==> src/impedance_cal_map.svh <==
// Constants for the impedance calibration block.
`ifndef IMPEDANCE_CAL_MAP_SVH
`define IMPEDANCE_CAL_MAP_SVH
`define CLOCK_PERIOD_NS      10
`define INIT_CAL_PERIOD_CK   512
`define FULL_CAL_PERIOD_CK   256
`define SHORT_CAL_PERIOD_CK  64
`define CODE_WIDTH           6
`define CODE_RESET           6'h20
`define CAL_CMD_CODE         3'h6
`define LONG_SELECT_BIT      10
`endif

==> src/impedance_cal_pkg.sv <==
// Types shared by the impedance calibration block.
package impedance_cal_pkg;
  typedef enum logic [1:0] {
    IDLE_STATE  = 2'b00,
    SEARCH_STATE = 2'b01,
    TRANSFER_STATE = 2'b10
  } cal_state_type;
endpackage

==> src/cal_engine_if.sv <==
// Handshake between the calibration sequencer and its search engine.
`timescale 1ns/1ps
interface cal_engine_if;
  logic       start;
  logic [5:0] result;
  logic       done;
  modport sequencer (output start, input result, input done);
  modport engine    (input start, output result, output done);
endinterface

==> src/cal_search_engine.sv <==
// Successive-approximation search of one impedance code against the reference pin.
`timescale 1ns/1ps
`include "impedance_cal_map.svh"
module cal_search_engine
  import impedance_cal_pkg::*;
(
  input wire logic   clock,
  input wire logic   rst_n,
  input wire logic   compare_high,
  cal_engine_if.engine eng
);
  logic [`CODE_WIDTH-1:0] trial;
  logic [`CODE_WIDTH-1:0] bit_mask;
  logic                   busy;

  // One code bit is decided per cycle, most significant first.
  always_ff @(posedge clock or negedge rst_n) begin
    if (!rst_n) begin
      trial    <= `CODE_RESET;
      bit_mask <= `CODE_RESET;
      busy     <= 1'b0;
      eng.done <= 1'b0;
      eng.result <= `CODE_RESET;
    end else begin
      eng.done <= 1'b0;
      if (eng.start && !busy) begin
        busy     <= 1'b1;
        bit_mask <= `CODE_RESET;
        trial    <= `CODE_RESET;
      end else if (busy) begin
        if (bit_mask == {`CODE_WIDTH{1'b0}}) begin
          busy       <= 1'b0;
          eng.done   <= 1'b1;
          eng.result <= trial;
        end else begin
          trial <= (compare_high ? trial : (trial & ~bit_mask)) | (bit_mask >> 1);
          bit_mask <= bit_mask >> 1;
        end
      end
    end
  end
endmodule // cal_search_engine

==> src/impedance_calibration.sv <==
// Driver and termination impedance calibration sequencer of the memory device.
`timescale 1ns/1ps
`include "impedance_cal_map.svh"
module impedance_calibration
  import impedance_cal_pkg::*;
#(
  parameter int INIT_CYCLES  = `INIT_CAL_PERIOD_CK,
  parameter int FULL_CYCLES  = `FULL_CAL_PERIOD_CK,
  parameter int SHORT_CYCLES = `SHORT_CAL_PERIOD_CK
) (
  input  wire logic        CLOCK,
  input  wire logic        RST_N,
  input  wire logic        CMD_VALID,
  input  wire logic [2:0]  CMD_CODE,
  input  wire logic [13:0] ADDRESS,
  input  wire logic        SELF_REFRESH_EXIT,
  input  wire logic        PULLDOWN_COMPARE_HIGH,
  input  wire logic        TERMINATION_COMPARE_HIGH,
  output logic [5:0]       DRIVER_CODE,
  output logic [5:0]       TERMINATION_CODE,
  output logic             CAL_CURRENT_ENABLE,
  output logic             CAL_BUSY,
  output logic             CAL_LONG_ACTIVE
);
  cal_state_type state;
  logic [15:0]   window_count;
  logic          first_long_done;
  logic          drive_done;
  logic          term_done;
  logic          search_done;
  // Results of the two engines, valid once the matching done flag is set.
  logic [5:0]    drive_result;
  logic [5:0]    term_result;
  logic          cal_cmd;
  logic          is_long;

  cal_engine_if drive_if();
  cal_engine_if term_if();

  function automatic logic [15:0] window_for(input logic long_cmd, input logic first_done);
    if (!long_cmd) begin
      window_for = 16'(SHORT_CYCLES);
    end else if (!first_done) begin
      window_for = 16'(INIT_CYCLES);
    end else begin
      window_for = 16'(FULL_CYCLES);
    end
  endfunction

  // True on the last counted cycle of a window, where the transfer state ends.
  function automatic logic window_closing(input logic [15:0] count);
    window_closing = (count <= 16'h0001);
  endfunction

  // The count stops at zero: a search that overruns a very short window then ends the
  // window at once instead of keeping the block busy for a whole counter period.
  function automatic logic [15:0] count_down(input logic [15:0] count);
    if (count == 16'h0000) begin
      count_down = count;
    end else begin
      count_down = count - 16'h0001;
    end
  endfunction

  // Self refresh exit is deliberately unused: only an explicit command calibrates.
  assign cal_cmd = CMD_VALID && (CMD_CODE == `CAL_CMD_CODE) && (state == IDLE_STATE);
  assign is_long = ADDRESS[`LONG_SELECT_BIT];

  // Both engines run side by side so driver and termination finish together.
  assign drive_if.start = cal_cmd;
  assign term_if.start  = cal_cmd;

  cal_search_engine drive_engine (
    .clock        (CLOCK),
    .rst_n        (RST_N),
    .compare_high (PULLDOWN_COMPARE_HIGH),
    .eng          (drive_if)
  );
  cal_search_engine term_engine (
    .clock        (CLOCK),
    .rst_n        (RST_N),
    .compare_high (TERMINATION_COMPARE_HIGH),
    .eng          (term_if)
  );
  assign drive_result = drive_if.result;
  assign term_result  = term_if.result;

  // Each flag remembers that its engine has reported since the last command.
  always_ff @(posedge CLOCK or negedge RST_N) begin
    if (!RST_N) begin
      drive_done <= 1'b0;
    end else if (cal_cmd) begin
      drive_done <= 1'b0;
    end else if (drive_if.done) begin
      drive_done <= 1'b1;
    end
  end

  // Termination is tracked apart from the driver, since its comparator settles on its own.
  always_ff @(posedge CLOCK or negedge RST_N) begin
    if (!RST_N) begin
      term_done <= 1'b0;
    end else if (cal_cmd) begin
      term_done <= 1'b0;
    end else if (term_if.done) begin
      term_done <= 1'b1;
    end
  end

  // Both codes must be ready before either is applied, so the two settings change together.
  assign search_done = drive_done && term_done;

  // The search is far shorter than the default windows, so the transfer lands inside them; a window shorter than the search ends at once.
  always_ff @(posedge CLOCK or negedge RST_N) begin
    if (!RST_N) begin
      state <= IDLE_STATE;
    end else begin
      case (state)
        IDLE_STATE: begin
          if (cal_cmd) begin
            state <= SEARCH_STATE;
          end
        end
        SEARCH_STATE: begin
          if (search_done) begin
            state <= TRANSFER_STATE;
          end
        end
        TRANSFER_STATE: begin
          if (window_closing(window_count)) begin
            state <= IDLE_STATE;
          end
        end
        default: state <= IDLE_STATE;
      endcase
    end
  end

  // The window is counted from the command, so the search and the transfer share it.
  always_ff @(posedge CLOCK or negedge RST_N) begin
    if (!RST_N) begin
      window_count <= 16'h0000;
    end else if (cal_cmd) begin
      window_count <= window_for(is_long, first_long_done);
    end else if (state != IDLE_STATE) begin
      window_count <= count_down(window_count);
    end
  end

  // Only a long command retires the initial window; a short one leaves it available.
  always_ff @(posedge CLOCK or negedge RST_N) begin
    if (!RST_N) begin
      first_long_done <= 1'b0;
    end else if (cal_cmd && is_long) begin
      first_long_done <= 1'b1;
    end
  end

  // The kind of window stays visible until the transfer state has ended.
  always_ff @(posedge CLOCK or negedge RST_N) begin
    if (!RST_N) begin
      CAL_LONG_ACTIVE <= 1'b0;
    end else if (cal_cmd) begin
      CAL_LONG_ACTIVE <= is_long;
    end else if (state == IDLE_STATE) begin
      CAL_LONG_ACTIVE <= 1'b0;
    end
  end

  // Codes move to the I/O once, at the step into transfer.
  always_ff @(posedge CLOCK or negedge RST_N) begin
    if (!RST_N) begin
      DRIVER_CODE <= `CODE_RESET;
    end else if (state == SEARCH_STATE && search_done) begin
      DRIVER_CODE <= drive_result;
    end
  end

  always_ff @(posedge CLOCK or negedge RST_N) begin
    if (!RST_N) begin
      TERMINATION_CODE <= `CODE_RESET;
    end else if (state == SEARCH_STATE && search_done) begin
      TERMINATION_CODE <= term_result;
    end
  end

  // The reference current flows only while the engines still compare.
  always_ff @(posedge CLOCK or negedge RST_N) begin
    if (!RST_N) begin
      CAL_CURRENT_ENABLE <= 1'b0;
    end else begin
      CAL_CURRENT_ENABLE <= cal_cmd || (state == SEARCH_STATE && !search_done);
    end
  end

  // Busy covers the whole window so the controller keeps the channel quiet until its end.
  always_ff @(posedge CLOCK or negedge RST_N) begin
    if (!RST_N) begin
      CAL_BUSY <= 1'b0;
    end else begin
      CAL_BUSY <= cal_cmd || (state == SEARCH_STATE)
                  || (state == TRANSFER_STATE && !window_closing(window_count));
    end
  end
endmodule // impedance_calibration

==> config.mk <==
export PLATFORM = sky130hd
export DESIGN_NAME = impedance_calibration
export DESIGN_NICKNAME = d
export VERILOG_FILES = /design/src/impedance_cal_pkg.sv /design/src/cal_engine_if.sv /design/src/cal_search_engine.sv /design/src/impedance_calibration.sv
export VERILOG_INCLUDE_DIRS = /design/src
export SDC_FILE = /design/constraint.sdc
export NUM_CORES = 1
export LEC_CHECK = 0
export ABC_CLOCK_PERIOD_IN_PS = 1700
export BUFFER_PORTS_ARGS = -buffer_cell sky130_fd_sc_hd__buf_2
export CORE_ASPECT_RATIO = 1.2
export CORE_MARGIN = 2
export CORE_UTILIZATION = 30
export DETAILED_ROUTE_END_ITERATION = 16
export GPL_TIMING_DRIVEN = 0
export PLACE_DENSITY = 0.46
export SLEW_MARGIN = 20
export SYNTH_ARGS = -nofsm -noshare
export SYNTH_HDL_FRONTEND = slang
export SYNTH_SLANG_ARGS = --single-unit
==> constraint.sdc <==
create_clock -name CLOCK -period 1.7 [get_ports CLOCK]
set_input_delay 0.255 -clock CLOCK [delete_from_list [all_inputs] [get_ports CLOCK]]
set_output_delay 0.255 -clock CLOCK [all_outputs]
set_load 0.05 [all_outputs]
==> impl_metrics.py, run 1 <==
metrics = {
    "timing": {
        "fin_skew_ns": 0.00668,
        "fin_crit_sh": 1.12,
        "slew_viol_final": 0,
        "setup_violations": 10,
        "post-route-min-period_ns": 1.90,
        "slew_headroom": 0.607,
        "rsz0062_at_grt": "yes",
        "worstMarginPinSlew_ns": 0.589,
        "timing.fmax_ghz": 0.527,
        "hold_viol_final": 0,
        "setup_tns_ns": -1.02,
        "setup_ws_ns": -0.198,
    },
    "drt": {
        "drt_first_pass_iters": 4,
        "vias": 2531,
        "finalWirelength_um": 7680,
        "drc": 0,
        "ant_nets": 0,
        "routedWlPerCell_um": 15.2,
        "drt_iter0_drc": 162,
        "viasPerCell": 5.02,
    },
    "synth": {
        "synthTopCellsByArea": "dfrtp_1 (51%), mux2_2 (6.4%), dfstp_2 (6.3%), o21ai_0 (4.3%), nand2_1 (3.6%)",
        "synth_top_area_frac": 0.508,
        "syn_area_um2": 3350,
        "synth_nets": 336,
        "synth_cell_types": 46,
        "yosysTopAreaCell": "dfrtp_1",
        "yosysSeqAreaShare": 0.571,
        "postSynthCellCount": 310,
        "synth_seq_cells": 76,
        "yosys_warnings": 0,
        "avgSynthCellArea_um2": 10.8,
    },
    "die": {
        "die_h_um": 120,
        "core.rowCount": 42,
        "die_x_um": 100,
        "die-area_um2": 12000,
        "core-area_um2": 11000,
        "start_util": 0.305,
        "pin_count": 38,
    },
    "setup_path": {
        "worst-path-max-fanout": 2,
        "cp.arrival_ns": 2.12,
        "startpoint_type": "flop",
        "crit_chain": "or4_4 -> or4_4 -> buf_6 -> mux2_4",
        "cpPeakStageDelay_ns": 0.52,
        "cp-end-kind": "flop",
        "crit_top_cell": "or4_4",
        "slowest_stage": "or4_4",
        "worstPathRequired_ns": 1.92,
        "worst-setup-path-type": "reg -> reg",
    },
    "cts": {
        "cts_max_path_buffers": 2,
        "cts_sinks": 76,
        "numCtsBuffers": 9,
        "insertion_delay_ns": 0.33,
        "cts_root_buf": "clkbuf_16",
        "tritoncts": "built",
        "htree_levels": 3,
        "clk_pin_slew_ns": 0.06,
    },
    "finish": {
        "layoutNonFillerInstCount": 504,
        "area_growth_pct": 28.6,
        "postLayoutCellArea_um2": 4310,
        "nets": 393,
        "fillers": 1057,
        "diodes": 0,
        "drive_gt1_frac": 0.349,
    },
    "placed_design": {
        "post_dp_cell_area_um2": 3680,
        "routabilityCongestion": 0.782,
        "dpl.hpwl_um": 5000,
        "dp.cells": 466,
        "io_buffers": 23,
    },
    "global_route": {
        "grt_pass1_wl_um": 12600,
        "grt_start_max_net_pins": 41,
        "grt_pass1_vias": 2428,
        "track_usage": 0.137,
        "gr-total-overflow": 0,
        "antenna_found_initial": 0,
    },
    "min_path": {
        "holdCritPathClass": "in -> reg",
    },
    "pwr": {
        "power-per-cell-area_nw_per_um2": 845,
        "leakagePower_nw": 1.96,
        "ir_worst_vdd_mv": 0.395,
        "power_mw": 3.64,
    },
    "run": {
        "cap_violations": 0,
    },
    "status": {
        "violations": "setup timing",
        "status": "finished, violations left",
    },
}
-- area by class of cell --
cell class,instances,area (µm²),area share
inverter,16,62.6,0.0145
clock buffer,11,233,0.0540
timing repair buffer,49,362,0.0839
multi-input combinational,203,1450,0.336
tap,132,165,0.0383
buffer,12,82.6,0.0192
sequential,76,1920,0.445
clock inverter,5,37.5,0.00871
-- synth_stat cells, drive strengths merged --
master	count
mux2i	5
or4	7
a31oi	3
clkbuf	11
buf	4
or3	2
o22ai	4
and4	1
nand3	9
and2	2
a21oi	17
o221ai	4
dfstp	8
a211o	1
dfrtp	68
nor4	3
mux2	20
o211ai	1
nand4	3
nand2b	3
or4b	1
ha	3
a211oi	1
a22o	5
and4b	1
a2111o	2
nor3	5
o21ba	1
nand3b	1
nor2	15
nor2b	5
o21ai	29
inv	16
and3	3
nand2	33
o31ai	8
a31o	1
a21boi	1
a21o	1
o2bb2ai	2
-- metal layers --
layer  vias to the layer above  track usage  share of wire
li1                       1239            -              -
met1                      1237        0.185           0.48
met2                        46        0.208           0.47
met3                         9       0.0367          0.034
met4                         0       0.0531          0.014
met5                         -            0              0
-- cells in the final DEF (no fill, tap or decap), types with 10 or more instances in the layout --
cell / Yosys / final
a21oi_1: 17 / 17
buf_2: 2 / 22
buf_4: 0 / 22
clkbuf_16: 0 / 10
dfrtp_1: 68 / 62
inv_1: 16 / 12
mux2_2: 19 / 18
nand2_1: 32 / 32
nor2_1: 15 / 13
o21ai_0: 29 / 24
-- registers in the layout, indices dropped and copies added, names as in the netlist, 2 cells and up --
register,cells
window_count,16
DRIVER_CODE,6
TERMINATION_CODE,6
drive_engine.bit_mask,6
drive_engine.eng.result,6
drive_engine.trial,6
term_engine.bit_mask,6
term_engine.eng.result,6
term_engine.trial,6
state,2
-- critical path, delay by kind of cell, from the launching register on --
kind                   cells  cell delay (ns)
buffers and inverters      1             0.14
muxes                      1             0.28
DFF                        1             0.39
and+or+nand+nor            2             0.97
-- power breakdown --
group          internal [mW]  leakage [nW]  switching, mW  total, mW
combinational         0.0213         0.951         0.0464     0.0676
sequential              1.82         0.879        0.00554       1.83
clock                  0.994         0.126          0.753       1.75
-- logic make-up (layout without fill, tap and decap cells) --
kind of cell,after synthesis,in the layout,share of synthesized area
AO/OA/AOI/OAI,81,81,0.152
flip-flops,76,76,0.571
buffers and inverters,31,93,0.0377
multiplexers,25,25,0.0833
adder cells (fa/ha/maj),3,3,0.0112
AND/OR/NAND/NOR,94,94,0.145
-- final timing paths --
path                                               to                      from  slack (ns)  depth (start not counted)
setup / recovery           drive_engine.eng.result[1]  drive_engine.bit_mask[4]       -0.20                          4
hold / removal                        first_long_done               ADDRESS[10]        0.21                          3
setup reg to reg           drive_engine.eng.result[1]  drive_engine.bit_mask[4]       -0.20                          4
hold reg to reg                       first_long_done           first_long_done        0.47                          2
max in group asynchronous    drive_engine.bit_mask[5]                     RST_N        0.62                          3
min in group asynchronous              DRIVER_CODE[0]                     RST_N        0.44                          2
-- timing repair --
item,in CTS,in global routing
cloned,0,1
setup endpoints to repair,59,40
pin swaps,5,11
setup buffers,12,11
endpoints found under the hold margin,32,0
gates resized for setup,28,23
hold buffers,1,0
-- metrics by stage --
step,worst slack [ns],utilization,hold WS (ns)
after floorplan,-0.180,-,-0.0406
after global placement,-0.378,0.333,0.450
after detailed placement,-0.380,0.335,0.268
after CTS,-0.192,0.376,0.215
after global routing,-0.213,0.392,0.224
final,-0.198,0.392,0.206
Power figures use the tool's default switching activity.
==> run 2, diff against run 1 <==
--- a/config.mk
+++ b/config.mk
@@ -13,7 +13,7 @@
 export CORE_UTILIZATION = 30
 export DETAILED_ROUTE_END_ITERATION = 16
 export GPL_TIMING_DRIVEN = 0
-export PLACE_DENSITY = 0.46
+export PLACE_DENSITY_LB_ADDON = 0.1
 export SLEW_MARGIN = 20
 export SYNTH_ARGS = -nofsm -noshare
 export SYNTH_HDL_FRONTEND = slang
==> run 2 against run 1 <==
Net effect:
- the flow still finishes with violations (setup timing)
- sequential share of layout area is 0.70 points lower
- core utilization is 0.63 points higher
- worst hold slack got worse by 0.0052 ns
- clock skew down 0.00075 ns
- power grew 12%
- die area unchanged
- cell area grew 1.6%
- via count shrank 0.12%
- clock power grew 25%
==> impl_metrics.py, run 2 (synthesis results as in run 1) <==
metrics = {
    "drt": {
        "drt_first_pass_iters": 4,
        "finalWirelength_um": 7660,
        "routedWlPerCell_um": 15.1,
        "viasPerCell": 4.99,
        "drt_iter0_drc": 60,
        "ant_nets": 0,
        "vias": 2528,
        "drc": 0,
    },
    "setup_path": {
        "startpoint_type": "flop",
        "worst-setup-path-type": "reg -> reg",
        "cp-end-kind": "flop",
        "cpPeakStageDelay_ns": 0.52,
        "slowest_stage": "or4_4",
        "worst-path-max-fanout": 2,
        "r2r_start": "drive_engine.bit_mask[4]",
        "r2r_setup_slack_ns": -0.18,
        "cp.arrival_ns": 2.09,
        "crit_chain": "or4_4 -> or4_4 -> buf_6 -> mux2_4",
        "worstRegToRegCells": 4,
        "crit_top_cell": "or4_4",
        "crit_family": "simple AND/OR/NAND/NOR gates",
        "crit_buf_inv": 1,
        "worstPathRequired_ns": 1.91,
        "rr_endpoint": "drive_engine.eng.result[1]",
    },
    "pwr": {
        "ir_worst_vdd_mv": 0.476,
        "leakagePower_nw": 2.00,
        "power-per-cell-area_nw_per_um2": 931,
    },
    "finish": {
        "drive_gt1_frac": 0.357,
        "nets": 396,
        "post-route-util": 0.399,
        "largest_reg_flops": 16,
        "top_register": "window_count",
        "area_growth_pct": 30.7,
        "layout_commonest_cell": "dfrtp_1",
        "final_cell_mix": "dfrtp_1 (62), nand2_1 (32), buf_4 (27)",
        "diodes": 0,
    },
    "die": {
        "core-area_um2": 11000,
        "core.rowCount": 42,
        "die_h_um": 120,
        "die_x_um": 100,
        "pin_count": 38,
        "start_util": 0.305,
        "die-area_um2": 12000,
    },
    "cts": {
        "cts_sinks": 76,
        "insertion_delay_ns": 0.33,
        "cts_root_buf": "clkbuf_16",
        "numCtsBuffers": 9,
        "cts_max_path_buffers": 2,
        "clk_pin_slew_ns": 0.06,
        "htree_levels": 3,
        "tritoncts": "built",
    },
    "status": {
        "violations": "setup timing",
        "status": "finished, violations left",
    },
    "global_route": {
        "grt_start_max_net_pins": 53,
        "gr-total-overflow": 0,
        "antenna_found_initial": 0,
        "track_usage": 0.137,
        "grt_pass1_vias": 2541,
        "grt_pass1_wl_um": 12800,
    },
    "timing": {
        "setup_ws_ns": -0.179,
        "worstMarginPinSlew_ns": 0.588,
        "rsz0062_at_grt": "yes",
        "hold_viol_final": 0,
        "post-route-min-period_ns": 1.88,
        "timing.fmax_ghz": 0.532,
        "fin_crit_sh": 1.11,
        "slew_headroom": 0.608,
        "holdWs_ns": 0.201,
        "slew_viol_final": 0,
        "setup_violations": 7,
        "fin_skew_ns": 0.00593,
    },
    "placed_design": {
        "dpl.hpwl_um": 5060,
        "io_buffers": 23,
        "routabilityCongestion": 0.797,
    },
    "min_path": {
        "holdCritPathClass": "in -> reg",
        "whs_path_depth": 3,
        "holdPathEnd": "CAL_LONG_ACTIVE",
        "hold_start": "ADDRESS[10]",
    },
    "run": {
        "cap_violations": 0,
    },
}
run 2: metal layers:
metal | global-route usage | up-vias | part of all wire
li1 | - | 1244 | -
met1 | 0.179 | 1234 | 0.48
met2 | 0.214 | 32 | 0.47
met3 | 0.0221 | 18 | 0.022
met4 | 0.0745 | 0 | 0.027
met5 | 0 | - | 0
run 2: area by class of cell:
| type | instances | area (µm²) |
|---|---|---|
| Fill cell | 1088 | 6610 |
| Sequential cell | 76 | 1920 |
| Multi-Input combinational cell | 203 | 1440 |
| Timing Repair Buffer | 52 | 374 |
| Clock buffer | 10 | 229 |
| Tap cell | 132 | 165 |
| Clock inverter | 6 | 113 |
| Buffer | 12 | 71.3 |
| Inverter | 16 | 62.6 |
run 2: repair_timing:
item | 4_1_cts | 5_1_grt
gates resized for setup | 24 | 25
pin swaps | 12 | 1
setup endpoints to repair | 51 | 37
buffers inserted | 23 | 4
hold buffers | 1 | 0
hold endpoints to repair | 23 | 0
run 2: through the flow:
stage	TNS, ns	cell area (µm²)	power (mW)	instances	setup WS, ns
3_3_place_gp	-23.43	3660	1.92	465	-0.304
2_1_floorplan	-0.299	3380	1.87	310	-0.180
5_1_grt	-1.42	4380	4.22	507	-0.209
4_1_cts	-0.761	4280	4.13	504	-0.173
6_report	-0.798	4380	4.08	507	-0.179
3_5_place_dp	-8.34	3690	1.93	466	-0.297
run 2: worst register-to-register path: cells and delay by family, from the launching register on:
kind | cells | cell delay [ns]
buffers and inverters | 1 | 0.14
multiplexers | 1 | 0.28
AND/OR/NAND/NOR | 2 | 0.96
flip-flops | 1 | 0.38
run 2: how the worst max path moves through the flow:
stage | startpoint | to | depth (start not counted)
6_report | drive_engine.bit_mask[4] | drive_engine.eng.result[1] | 4
3_5_place_dp | state[1] | drive_engine.bit_mask[2] | 5
5_1_grt | drive_engine.bit_mask[4] | drive_engine.eng.result[1] | 4
3_3_place_gp | state[0] | CAL_CURRENT_ENABLE | 5
2_1_floorplan | drive_engine.bit_mask[4] | drive_engine.eng.result[1] | 4
4_1_cts | drive_engine.bit_mask[4] | drive_engine.eng.result[1] | 4
run 2: power breakdown:
group          switching (mW)  internal (mW)  leakage (nW)  total [mW]
sequential            0.00526           1.82         0.879        1.83
combinational          0.0471         0.0232         0.959      0.0703
clock                   0.744           1.44         0.167        2.18
total                   0.796           3.28          2.00        4.08
